**src/hw/cidr_pkg.sv**
```systemverilog
// Constants for the indexed configuration register file
package cidr_pkg;
   // ==========================================================
   // Global indices
   localparam logic [7:0] IDX_CFG_CTRL = 8'h02;
   localparam logic [7:0] IDX_RUN_SEL = 8'h03;
   localparam logic [7:0] IDX_LDN = 8'h07;
   localparam logic [7:0] IDX_PWR_CTRL = 8'h22;
   localparam logic [7:0] IDX_GLOBAL_TOP = 8'h2F;
   // ==========================================================
   // Per-device indices
   localparam logic [7:0] IDX_ACTIVATE = 8'h30;
   localparam logic [7:0] IDX_BASE_HI = 8'h60;
   localparam logic [7:0] IDX_BASE_LO = 8'h61;
   localparam logic [7:0] IDX_IRQ_SEL = 8'h70;
   localparam logic [7:0] IDX_SLEEP_WAKE = 8'hF0;
   localparam logic [7:0] IDX_WDT_UNIT = 8'hF1;
   localparam logic [7:0] IDX_WATCHDOG_TIMEOUT_VALUE = 8'hF2;
   localparam logic [7:0] IDX_WDT_SETUP = 8'hF3;
   localparam logic [7:0] IDX_WATCHDOG_CONTROL = 8'hF4;
   localparam logic [7:0] IDX_PIN_GRP1 = 8'hF6;
   localparam logic [7:0] IDX_PIN_GRP5 = 8'hF9;
   localparam logic [7:0] IDX_PIN_GRP6 = 8'hFA;
   localparam logic [7:0] IDX_SOFTPWR_LO = 8'hB0;
   localparam logic [7:0] IDX_SOFTPWR_HI = 8'hB3;
   localparam logic [7:0] LDN_AUX = 8'h08;
   localparam logic [7:0] LDN_PM = 8'h0A;
   // ==========================================================
   // Reset values and field layout
   localparam logic [7:0] RST_ZERO = 8'h00;
   localparam logic [7:0] RST_RUN_SEL = 8'h03;
   localparam logic [2:0] RST_POR_SYNC = 3'h0;
   localparam logic [7:0] RUN_SEL_MASK = 8'h83;
   localparam int RUN_EN_BIT = 7;
   localparam logic [7:0] RUN_LOC_0 = 8'hE0;
   localparam logic [7:0] RUN_LOC_1 = 8'hE2;
   localparam logic [7:0] RUN_LOC_2 = 8'hE4;
   localparam int SOFT_RST_BIT = 0;
   localparam logic [7:0] PWR_CTRL_MASK = 8'h19;
   localparam int PWR_VTR_BIT = 5;
   localparam logic [7:0] WATCHDOG_CONTROL_RW_MASK = 8'hFC;
   localparam int WDT_FORCE_BIT = 0;
   localparam int WDT_STATUS_BIT = 1;
   // ==========================================================
   // Battery-backed auxiliary registers
   localparam int VBAT_COUNT = 16;
   localparam logic [7:0] VBAT_IDX [VBAT_COUNT] = '{
      8'hB0, 8'hB1, 8'hB2, 8'hB3, 8'hE1, 8'hE2, 8'hE3, 8'hE4,
      8'hE5, 8'hE6, 8'hE7, 8'hEF, 8'hF0, 8'hF6, 8'hF9, 8'hFA};
   localparam logic [7:0] VBAT_RST [VBAT_COUNT] = '{
      8'h00, 8'h80, 8'h00, 8'h00, 8'h01, 8'h01, 8'h01, 8'h01,
      8'h00, 8'h01, 8'h01, 8'h00, 8'h00, 8'h00, 8'h00, 8'h00};
endpackage

```
**src/hw/cidr_regfile.sv**
```systemverilog
// Indexed configuration register file with index and data ports
`timescale 1ns/1ps
module cidr_regfile
   import cidr_pkg::*;
(
   input wire logic mclk, // 10 MHz clock
   input wire logic srst, // Hard reset, sync, high
   input wire logic vccPor, // Main supply POR pin
   input wire logic vtrPor, // Standby supply POR pin
   input wire logic vbatPor, // Battery POR pin
   input wire logic cfgMode, // Configuration mode active
   input wire logic hostWr, // Write strobe, one cycle
   input wire logic hostRd, // Read strobe, one cycle
   input wire logic portSel, // 0 index port, 1 data port
   input wire logic [7:0] hostWrData, // Write data
   input wire logic wdtStatus, // Watchdog timeout status
   input wire logic sciEvent, // Power event request
   output logic [7:0] hostRdData, // Read data
   output logic [7:0] ldnSel, // Current logical device
   output logic actAux, // Aux device activate
   output logic actPm, // Power device activate
   output logic [15:0] pmBase, // Power event block base
   output logic [7:0] pmIrqSel, // Power device irq select
   output logic [7:0] pmSleepWake, // Sleep/wake setup
   output logic runAccessEn, // Run-mode access open
   output logic [7:0] runSelIndex, // Run-mode location index
   output logic softResetPulse, // Soft reset strobe
   output logic [7:0] globalPowerControl, // Block power enables
   output logic [7:0] wdtUnits, // Watchdog time unit
   output logic [7:0] wdtVal, // Watchdog timeout value
   output logic [7:0] wdtSetup, // Watchdog setup
   output logic [7:0] wdtCtrl, // Watchdog control, stored bits
   output logic wdtForce, // Watchdog force strobe
   output logic sciOut // System control interrupt
);
   // ==========================================================
   // Power-on reset synchronisers
   logic [2:0] porMeta;
   logic [2:0] porSync;
   // No reset: a POR raised during hard reset must still land
   always_ff @(posedge mclk) begin
      porMeta <= {vbatPor, vtrPor, vccPor};
      porSync <= porMeta;
   end

   wire vccPorS = porSync[0];
   wire vtrPorS = porSync[1];
   wire vbatPorS = porSync[2];
   wire hardRst = srst | vccPorS;
   wire vtrRst = hardRst | vtrPorS;

   // ==========================================================
   // Access decode
   logic [7:0] hostIndex;
   logic [7:0] runSel;

   wire isGlobal = hostIndex <= IDX_GLOBAL_TOP;
   wire isSoftPwr = (hostIndex >= IDX_SOFTPWR_LO) &&
                    (hostIndex <= IDX_SOFTPWR_HI);
   wire inRunSet = isSoftPwr || (hostIndex == IDX_WATCHDOG_CONTROL) ||
                   (hostIndex == IDX_PIN_GRP1) ||
                   (hostIndex == IDX_PIN_GRP5) ||
                   (hostIndex == IDX_PIN_GRP6) ||
                   (hostIndex == runSelIndex);
   wire runOk = !cfgMode && runAccessEn && inRunSet;
   wire accessOk = cfgMode || runOk;
   wire auxSel = (cfgMode && ldnSel == LDN_AUX) || runOk;
   wire pmSel = cfgMode && ldnSel == LDN_PM;
   wire idxWr = hostWr && !portSel;
   wire dataWr = hostWr && portSel && accessOk;
   wire dataRd = hostRd && portSel;
   wire gWr = dataWr && cfgMode && isGlobal;
   wire auxWr = dataWr && auxSel && !isGlobal;
   wire pmWr = dataWr && pmSel && !isGlobal;

   wire wrCfgCtrl = gWr && hostIndex == IDX_CFG_CTRL;
   wire wrRunSel = gWr && hostIndex == IDX_RUN_SEL;
   wire wrLdn = gWr && hostIndex == IDX_LDN;
   wire wrPwr = gWr && hostIndex == IDX_PWR_CTRL;
   wire wrActAux = auxWr && hostIndex == IDX_ACTIVATE;
   wire wrActPm = pmWr && hostIndex == IDX_ACTIVATE;
   wire wrBaseHi = pmWr && hostIndex == IDX_BASE_HI;
   wire wrBaseLo = pmWr && hostIndex == IDX_BASE_LO;
   wire wrIrq = pmWr && hostIndex == IDX_IRQ_SEL;
   wire wrSleep = pmWr && hostIndex == IDX_SLEEP_WAKE;
   wire wrWdtUnit = auxWr && hostIndex == IDX_WDT_UNIT;
   wire wrWdtVal = auxWr && hostIndex == IDX_WATCHDOG_TIMEOUT_VALUE;
   wire wrWdtSetup = auxWr && hostIndex == IDX_WDT_SETUP;
   wire wrWdtCtrl = auxWr && hostIndex == IDX_WATCHDOG_CONTROL;

   // Run-mode location from the low select bits
   assign runAccessEn = runSel[RUN_EN_BIT];
   assign runSelIndex = runSel[1] ? RUN_LOC_2 :
                        runSel[0] ? RUN_LOC_1 : RUN_LOC_0;

   // ==========================================================
   // Index port and global registers
   always_ff @(posedge mclk) begin
      if (hardRst) begin
         hostIndex <= RST_ZERO;
      end else if (idxWr) begin
         hostIndex <= hostWrData;
      end
   end

   always_ff @(posedge mclk) begin
      if (hardRst) begin
         softResetPulse <= 1'b0;
      end else begin
         softResetPulse <= wrCfgCtrl && hostWrData[SOFT_RST_BIT];
      end
   end

   always_ff @(posedge mclk) begin
      if (hardRst) begin
         runSel <= RST_RUN_SEL;
      end else if (wrRunSel) begin
         runSel <= hostWrData & RUN_SEL_MASK;
      end
   end

   always_ff @(posedge mclk) begin
      if (hardRst) begin
         ldnSel <= RST_ZERO;
      end else if (wrLdn) begin
         ldnSel <= hostWrData;
      end
   end

   // Bits other than the standby one follow hard reset
   logic [4:0] pwrLow;
   logic pwrStandby;
   assign globalPowerControl = {2'h0, pwrStandby, pwrLow};

   always_ff @(posedge mclk) begin
      if (hardRst) begin
         pwrLow <= RST_ZERO[4:0];
      end else if (wrPwr) begin
         pwrLow <= hostWrData[4:0] & PWR_CTRL_MASK[4:0];
      end
   end

   always_ff @(posedge mclk) begin
      if (vtrPorS) begin
         pwrStandby <= 1'b0;
      end else if (wrPwr) begin
         pwrStandby <= hostWrData[PWR_VTR_BIT];
      end
   end

   // ==========================================================
   // Soft-resettable device registers
   always_ff @(posedge mclk) begin
      if (vtrRst || softResetPulse) begin
         actAux <= 1'b0;
         actPm <= 1'b0;
         pmBase <= {RST_ZERO, RST_ZERO};
      end else begin
         if (wrActAux) begin
            actAux <= hostWrData[0];
         end
         if (wrActPm) begin
            actPm <= hostWrData[0];
         end
         if (wrBaseHi) begin
            pmBase[15:8] <= hostWrData;
         end
         if (wrBaseLo) begin
            pmBase[7:0] <= hostWrData;
         end
      end
   end

   // ==========================================================
   // Watchdog registers, standby and hard reset, no soft reset
   always_ff @(posedge mclk) begin
      if (vtrRst) begin
         wdtUnits <= RST_ZERO;
         wdtVal <= RST_ZERO;
         wdtSetup <= RST_ZERO;
         wdtCtrl <= RST_ZERO;
      end else begin
         if (wrWdtUnit) begin
            wdtUnits <= hostWrData;
         end
         if (wrWdtVal) begin
            wdtVal <= hostWrData;
         end
         if (wrWdtSetup) begin
            wdtSetup <= hostWrData;
         end
         if (wrWdtCtrl) begin
            wdtCtrl <= hostWrData & WATCHDOG_CONTROL_RW_MASK;
         end
      end
   end

   always_ff @(posedge mclk) begin
      if (vtrRst) begin
         wdtForce <= 1'b0;
      end else begin
         wdtForce <= wrWdtCtrl && hostWrData[WDT_FORCE_BIT];
      end
   end

   // ==========================================================
   // Battery-backed registers
   always_ff @(posedge mclk) begin
      if (vbatPorS) begin
         pmIrqSel <= RST_ZERO;
         pmSleepWake <= RST_ZERO;
      end else begin
         if (wrIrq) begin
            pmIrqSel <= hostWrData;
         end
         if (wrSleep) begin
            pmSleepWake <= hostWrData;
         end
      end
   end

   logic [7:0] vbatReg [VBAT_COUNT];
   logic [VBAT_COUNT-1:0] vbatHit;
   genvar gi;
   generate
      for (gi = 0; gi < VBAT_COUNT; gi++) begin : gVbat
         assign vbatHit[gi] = hostIndex == VBAT_IDX[gi];
         always_ff @(posedge mclk) begin
            if (vbatPorS) begin
               vbatReg[gi] <= VBAT_RST[gi];
            end else if (auxWr && vbatHit[gi]) begin
               vbatReg[gi] <= hostWrData;
            end
         end
      end
   endgenerate

   // ==========================================================
   // Read selection
   logic [7:0] rdMux;
   logic [7:0] vbatRd;
   always_comb begin
      vbatRd = RST_ZERO;
      for (int i = 0; i < VBAT_COUNT; i++) begin
         if (vbatHit[i]) begin
            vbatRd = vbatReg[i];
         end
      end
   end

   always_comb begin
      rdMux = RST_ZERO;
      if (!accessOk) begin
         rdMux = RST_ZERO;
      end else if (isGlobal) begin
         if (!cfgMode) begin
            rdMux = RST_ZERO;
         end else if (hostIndex == IDX_RUN_SEL) begin
            rdMux = runSel;
         end else if (hostIndex == IDX_LDN) begin
            rdMux = ldnSel;
         end else if (hostIndex == IDX_PWR_CTRL) begin
            rdMux = globalPowerControl;
         end
      end else if (auxSel) begin
         if (hostIndex == IDX_ACTIVATE) begin
            rdMux = {7'h00, actAux};
         end else if (hostIndex == IDX_WDT_UNIT) begin
            rdMux = wdtUnits;
         end else if (hostIndex == IDX_WATCHDOG_TIMEOUT_VALUE) begin
            rdMux = wdtVal;
         end else if (hostIndex == IDX_WDT_SETUP) begin
            rdMux = wdtSetup;
         end else if (hostIndex == IDX_WATCHDOG_CONTROL) begin
            rdMux = {wdtCtrl[7:2], wdtStatus, 1'b0};
         end else begin
            rdMux = vbatRd;
         end
      end else if (pmSel) begin
         if (hostIndex == IDX_ACTIVATE) begin
            rdMux = {7'h00, actPm};
         end else if (hostIndex == IDX_BASE_HI) begin
            rdMux = pmBase[15:8];
         end else if (hostIndex == IDX_BASE_LO) begin
            rdMux = pmBase[7:0];
         end else if (hostIndex == IDX_IRQ_SEL) begin
            rdMux = pmIrqSel;
         end else if (hostIndex == IDX_SLEEP_WAKE) begin
            rdMux = pmSleepWake;
         end
      end
   end

   always_ff @(posedge mclk) begin
      if (hardRst) begin
         hostRdData <= RST_ZERO;
      end else if (dataRd) begin
         hostRdData <= rdMux;
      end else if (hostRd) begin
         hostRdData <= hostIndex;
      end
   end

   // Interrupt passes whatever the activate bit holds
   always_ff @(posedge mclk) begin
      if (hardRst) begin
         sciOut <= 1'b0;
      end else begin
         sciOut <= sciEvent;
      end
   end

   // ==========================================================
   // Checks
   chk_global_block: assert property (
      @(posedge mclk) disable iff (srst)
      (hostWr && portSel && !cfgMode && hostIndex == IDX_LDN)
      |=> ldnSel == $past(ldnSel))
      else $error("logical device changed outside config mode");

   chk_soft_self_clear: assert property (
      @(posedge mclk) disable iff (srst)
      (wrCfgCtrl && hostWrData[0] && !vccPorS)
      |=> softResetPulse ##1 !actPm && !actAux && pmBase == 16'h0000)
      else $error("soft reset did not clear device registers");

   chk_soft_pulse_once: assert property (
      @(posedge mclk) disable iff (srst)
      softResetPulse && !wrCfgCtrl |=> !softResetPulse)
      else $error("soft reset strobe did not clear itself");

   chk_ldn_select: assert property (
      @(posedge mclk) disable iff (srst)
      wrLdn && !vccPorS |=> ldnSel == $past(hostWrData))
      else $error("logical device select not taken");

   chk_act_isolated: assert property (
      @(posedge mclk) disable iff (srst)
      (wrActAux && !vtrRst && !softResetPulse)
      |=> actPm == $past(actPm) && actAux == $past(hostWrData[0]))
      else $error("activate write leaked to other device");

   chk_base_high: assert property (
      @(posedge mclk) disable iff (srst)
      (wrBaseHi && !vtrRst && !softResetPulse)
      |=> pmBase[15:8] == $past(hostWrData) &&
          pmBase[7:0] == $past(pmBase[7:0]))
      else $error("base high byte write wrong");

   chk_sci_ungated: assert property (
      @(posedge mclk) disable iff (srst)
      sciEvent && !vccPorS && !actPm |=> sciOut)
      else $error("interrupt gated by activate");

   chk_pwr_standby: assert property (
      @(posedge mclk) disable iff (srst)
      vccPorS && !vtrPorS && !wrPwr
      |=> $stable(globalPowerControl[PWR_VTR_BIT]))
      else $error("power bit 5 reset by wrong source");

   chk_vbat_hold: assert property (
      @(posedge mclk) disable iff (srst)
      vtrPorS && !vbatPorS && !wrIrq |=> $stable(pmIrqSel))
      else $error("battery register reset by standby POR");

   chk_unimpl_zero: assert property (
      @(posedge mclk) disable iff (srst)
      dataRd && cfgMode && hostIndex == 8'h01 && !vccPorS
      |=> hostRdData == 8'h00)
      else $error("unimplemented register read nonzero");

   chk_run_denied: assert property (
      @(posedge mclk) disable iff (srst)
      dataRd && !cfgMode && !runAccessEn && !vccPorS
      |=> hostRdData == 8'h00)
      else $error("run-mode read allowed while disabled");

   chk_run_location: assert property (
      @(posedge mclk) disable iff (srst)
      runSel[1:0] == 2'b01 |-> runSelIndex == 8'hE2)
      else $error("run-mode location decode wrong");

   chk_wdt_mixed: assert property (
      @(posedge mclk) disable iff (srst)
      dataRd && auxSel && hostIndex == IDX_WATCHDOG_CONTROL && accessOk &&
      !vccPorS |=> hostRdData[0] == 1'b0 &&
      hostRdData[1] == $past(wdtStatus))
      else $error("watchdog control access types wrong");

   chk_soft_keeps: assert property (
      @(posedge mclk) disable iff (srst)
      softResetPulse && !vtrRst && !wrWdtVal |=> $stable(wdtVal))
      else $error("soft reset touched watchdog value");

   cov_soft_reset: cover property (
      @(posedge mclk) disable iff (srst) softResetPulse);
   cov_run_access: cover property (
      @(posedge mclk) disable iff (srst) dataWr && runOk);
   cov_ldn_pm: cover property (
      @(posedge mclk) disable iff (srst) wrLdn ##[1:20] wrBaseLo);
   cov_sci: cover property (
      @(posedge mclk) disable iff (srst) sciOut && !actPm);
endmodule

```
**config.mk**
```make
export PLATFORM = sky130hd
export DESIGN_NAME = cidr_regfile
export DESIGN_NICKNAME = d
export VERILOG_FILES = /design/src/hw/cidr_pkg.sv /design/src/hw/cidr_regfile.sv
export SDC_FILE = /design/constraint.sdc
export NUM_CORES = 1
export LEC_CHECK = 0
export BUFFER_PORTS_ARGS = -buffer_cell sky130_fd_sc_hd__buf_2
export CELL_PAD_IN_SITES_DETAIL_PLACEMENT = 0
export CELL_PAD_IN_SITES_GLOBAL_PLACEMENT = 2
export CORE_AREA = 5 5 142 212
export CTS_BUF_LIST = sky130_fd_sc_hd__clkbuf_4
export CTS_CLUSTER_DIAMETER = 100
export DETAILED_ROUTE_END_ITERATION = 10
export DIE_AREA = 0 0 147 217
export PLACE_DENSITY_LB_ADDON = 0.1
export REMOVE_ABC_BUFFERS = 1
export SYNTH_ARGS = -nofsm -noshare
export SYNTH_HDL_FRONTEND = slang
export SYNTH_SLANG_ARGS = --single-unit
```
**constraint.sdc**
```tcl
create_clock -name mclk -period 8.6 [get_ports mclk]
set_clock_uncertainty 0.2 [all_clocks]
set_input_delay 1.72 -clock mclk [delete_from_list [all_inputs] [get_ports mclk]]
set_output_delay 1.72 -clock mclk [all_outputs]
set_load 0.02 [all_outputs]
```
==> results.md <==
* Largest family of logic cells by synthesized area: simple AND/OR/NAND/NOR gates
* Die area at 0.0319 mm^2
* Row cnt at 75
* CP Cell Sequence: nand4b_1 > nor3_1 > a31o_2 > o21bai_2 > buf_4 > nor2_2 > nand2_1 > nor2_1
* Setup_tns at 0 ns
* Period utilization at 48.9%
* Vias at 9340
* Number of global-route vias before repair at 9303
* Final ANT Viol Nets at 0
* Warning count from the yosys run at 0
* Setup bufs post-CTS at 0
* Worst VDD drop at 89.4 uV
* Reg2Reg Setup Slack at between 4 and 5 ns
* GRT Util Overall at 25.3%
* Post-CTS sizing at 0
* Leakage at 4.36 nW
* CP max-delay cell: nand4b_1
* Io pins at 121
* Crit end category: register
* FF-to-FF Start: hostIndex[7]
* Buffers on Ports at 108
* Vias/cell at 5.78
* Distinct cells, synth at 81
* Drt total wl at between 40000 and 50000 um
* Mux share of post-synthesis cell area at 6.34%
* RSZ-0062 raised after global routing: no
* Critical Path Start Type: register
* Residual DRC at 0
* Worst-path clk slew at 0.06 ns
* Die Y-Extent at around 220 um
* Mean Syn Cell Area at around 10 um^2
* Most frequent cells in the layout: nor2_1 (216), edfxtp_1 (128), buf_2 (108)
* Clock Path Buffers at 3
* H-tree depth reported by CTS at 2
* Number of synthesized flops with an enable pin at 128
* WP buf/inv at 1
* CTS buffer count at 59
* Clock Latency Late Sink at 0.72 ns
* Min-delay src: porMeta[2]
* Util after Layout at 44.8%
* Most used DFF post-synth: edfxtp_1
* CTS root buf: clkbuf_4
* Initial antenna violation count at 1
* Synth Area in XOR/XNOR at 0%
* Fillers at 2823
* Num Clock Sinks at approximately 230
* Post-synthesis register bit count at 232
* Compound-Gate Fraction of Synth Area at 15.6%
* Worst Hold Path EP: porSync[2]
* DIE WIDTH at 147 um
* Final setup violation count at 0
* Remaining Overflow, GRT at 0
* Maxcap violations at 0
* Final hold vios at 0
* Hold buffer count at CTS at 0
* Post-synthesis adder-cell area fraction at 0%
* Synthesized cell area at roughly 0.011 mm^2
* Multi-input gate area in the final layout at around 0.0047 mm^2
* First-pass GRT wire length at approximately 61000 um
* First-pass DRT Iterations at 5
* WHS at 0.127 ns
* Largest net degree at the start of global routing at 44
* Share of cells above drive strength 1 at 19.5%
* Hold depth at 0
* Core Area at 0.0279 mm^2
* Wirelength per Cell at 25.6 um
* Post-route cell area at 0.0125 mm^2
* Worst slew pin tran at 0.971 ns
* Worst reg2reg path endpoint: vbatReg[0][2]
* Fin cells at 1616
* Final nets at 1243
* Dpl hpwl at about 30000 um
* Placed cells at 1509
* Final WS setup at 4.40 ns
* Hold Path Class: register to register
* Worst Reg-to-Reg Cells at 8
* Critical path class: register to register
* Shortest period the worst path allows at about 4.2 ns
* Critical path's top delay family: simple AND/OR/NAND/NOR gates
* Largest stage delay on the critical path at roughly 0.80 ns
* FMAX at between 0.2 and 0.25 GHz
* DRT iter0 DRCs at 646
* Reg area at 0.00593 mm^2
* Area added between synthesis and finish at 13.1%
* Sequential area share after synthesis at 53.6%
* Max-slew headroom at 34.4%
* Routability Congestion at between 0.8 and 0.9
* TritonCTS clock tree: yes
* Dpl ws at 4.00 ns
* Max FO, Critical Path at 25
* Commonest non-fill, non-tap cell in the layout: nor2_1
* PwrDens at 177 mW/mm^2
* CP arrival at 4.53 ns
* Simple-Gate Fraction of Synth Area at 19.8%
* Pwr Total at around 2.2 mW
* Initial Util at about two fifths
* Status: completed
* Asr flop ratio synth at 0%
* Cell area after placement at 0.0118 mm^2
* Mapped Cells at 1126
* Max Slew Vio Count at 0
* CP Data Required Time at about 9 ns
how the worst max path moves through the flow:
| stage | from | slack, ns | to | cells after the start |
|---|---|---|---|---|
| 2_1_floorplan | cfgMode | 4.60 | pmBase[0] | 6 |
| 3_3_place_gp | cfgMode | 4.11 | pmBase[13] | 7 |
| 3_5_place_dp | cfgMode | 4.00 | vbatReg[0][20] | 9 |
| 4_1_cts | hostIndex[7] | 4.50 | vbatReg[0][20] | 8 |
| 5_1_grt | hostIndex[7] | 4.17 | vbatReg[0][36] | 8 |
| 6_report | hostIndex[7] | 4.40 | vbatReg[0][2] | 8 |
state kept, by name, summed over array words and instances (netlist names):
register / count
actAux: 1
actPm: 1
hostIndex: 8
hostRdData: 8
ldnSel: 8
pmBase: 16
pmIrqSel: 8
pmSleepWake: 8
porMeta: 3
porSync: 3
pwrLow: 3
pwrStandby: 1
runSel: 3
sciOut: 1
softResetPulse: 1
vbatReg: 128
wdtCtrl: 6
wdtForce: 1
wdtSetup: 8
wdtUnits: 8
wdtVal: 8
logic make-up (layout without fill, tap and decap cells):
group,after synthesis,count (layout)
AO/OA/AOI/OAI,252,252
other,2,13
flip-flops,232,232
buffers and inverters,113,246
AND/OR/NAND/NOR,462,462
multiplexers,65,65
final cells by class:
| class | instances | area share, % |
|---|---|---|
| Clock inverter | 18 | 0.561 |
| Timing Repair Buffer | 128 | 5.53 |
| Tap cell | 346 | 3.47 |
| Multi-Input combinational cell | 791 | 37.3 |
| Sequential cell | 232 | 47.5 |
| Clock buffer | 88 | 5.29 |
| Inverter | 12 | 0.361 |
| Antenna cell | 1 | 0.0200 |
power by group:
group | switching (mW) | internal [mW]
clock network | 0.458 | 0.465
registers | 0.0113 | 1.19
logic | 0.0679 | 0.0214
total | 0.537 | 1.68
synth_stat cells (all sizes together), types with 9 or more instances:
cell type	count	area share (%)
nor2	217	7.4
edfxtp	128	35
dfxtp	104	19
nand2	98	3.3
clkbuf	68	2.3
mux2i	61	5.5
o21ai	56	2.5
a21oi	55	2.5
buf	33	1.8
nand3	27	1.2
nor3	22	1.2
a21o	14	0.95
a22oi	12	0.82
inv	12	0.41
nor4	12	1.1
nand2b	11	0.62
nand4	11	0.62
and3	10	0.57
o22ai	10	0.57
a211oi	9	0.66
nor2b	9	0.51
layer usage:
metal  vias up  routed length, um  share of wire, %  GRT usage (%)
met1      4576              16000                39           29.6
met5         -                  0                 0              0
met4         0               1890               4.6           11.9
li1       4338                  -                 -              -
met3        83               2190               5.3           4.20
met2       343              21300                51           45.1
Power figures use the tool's default switching activity.
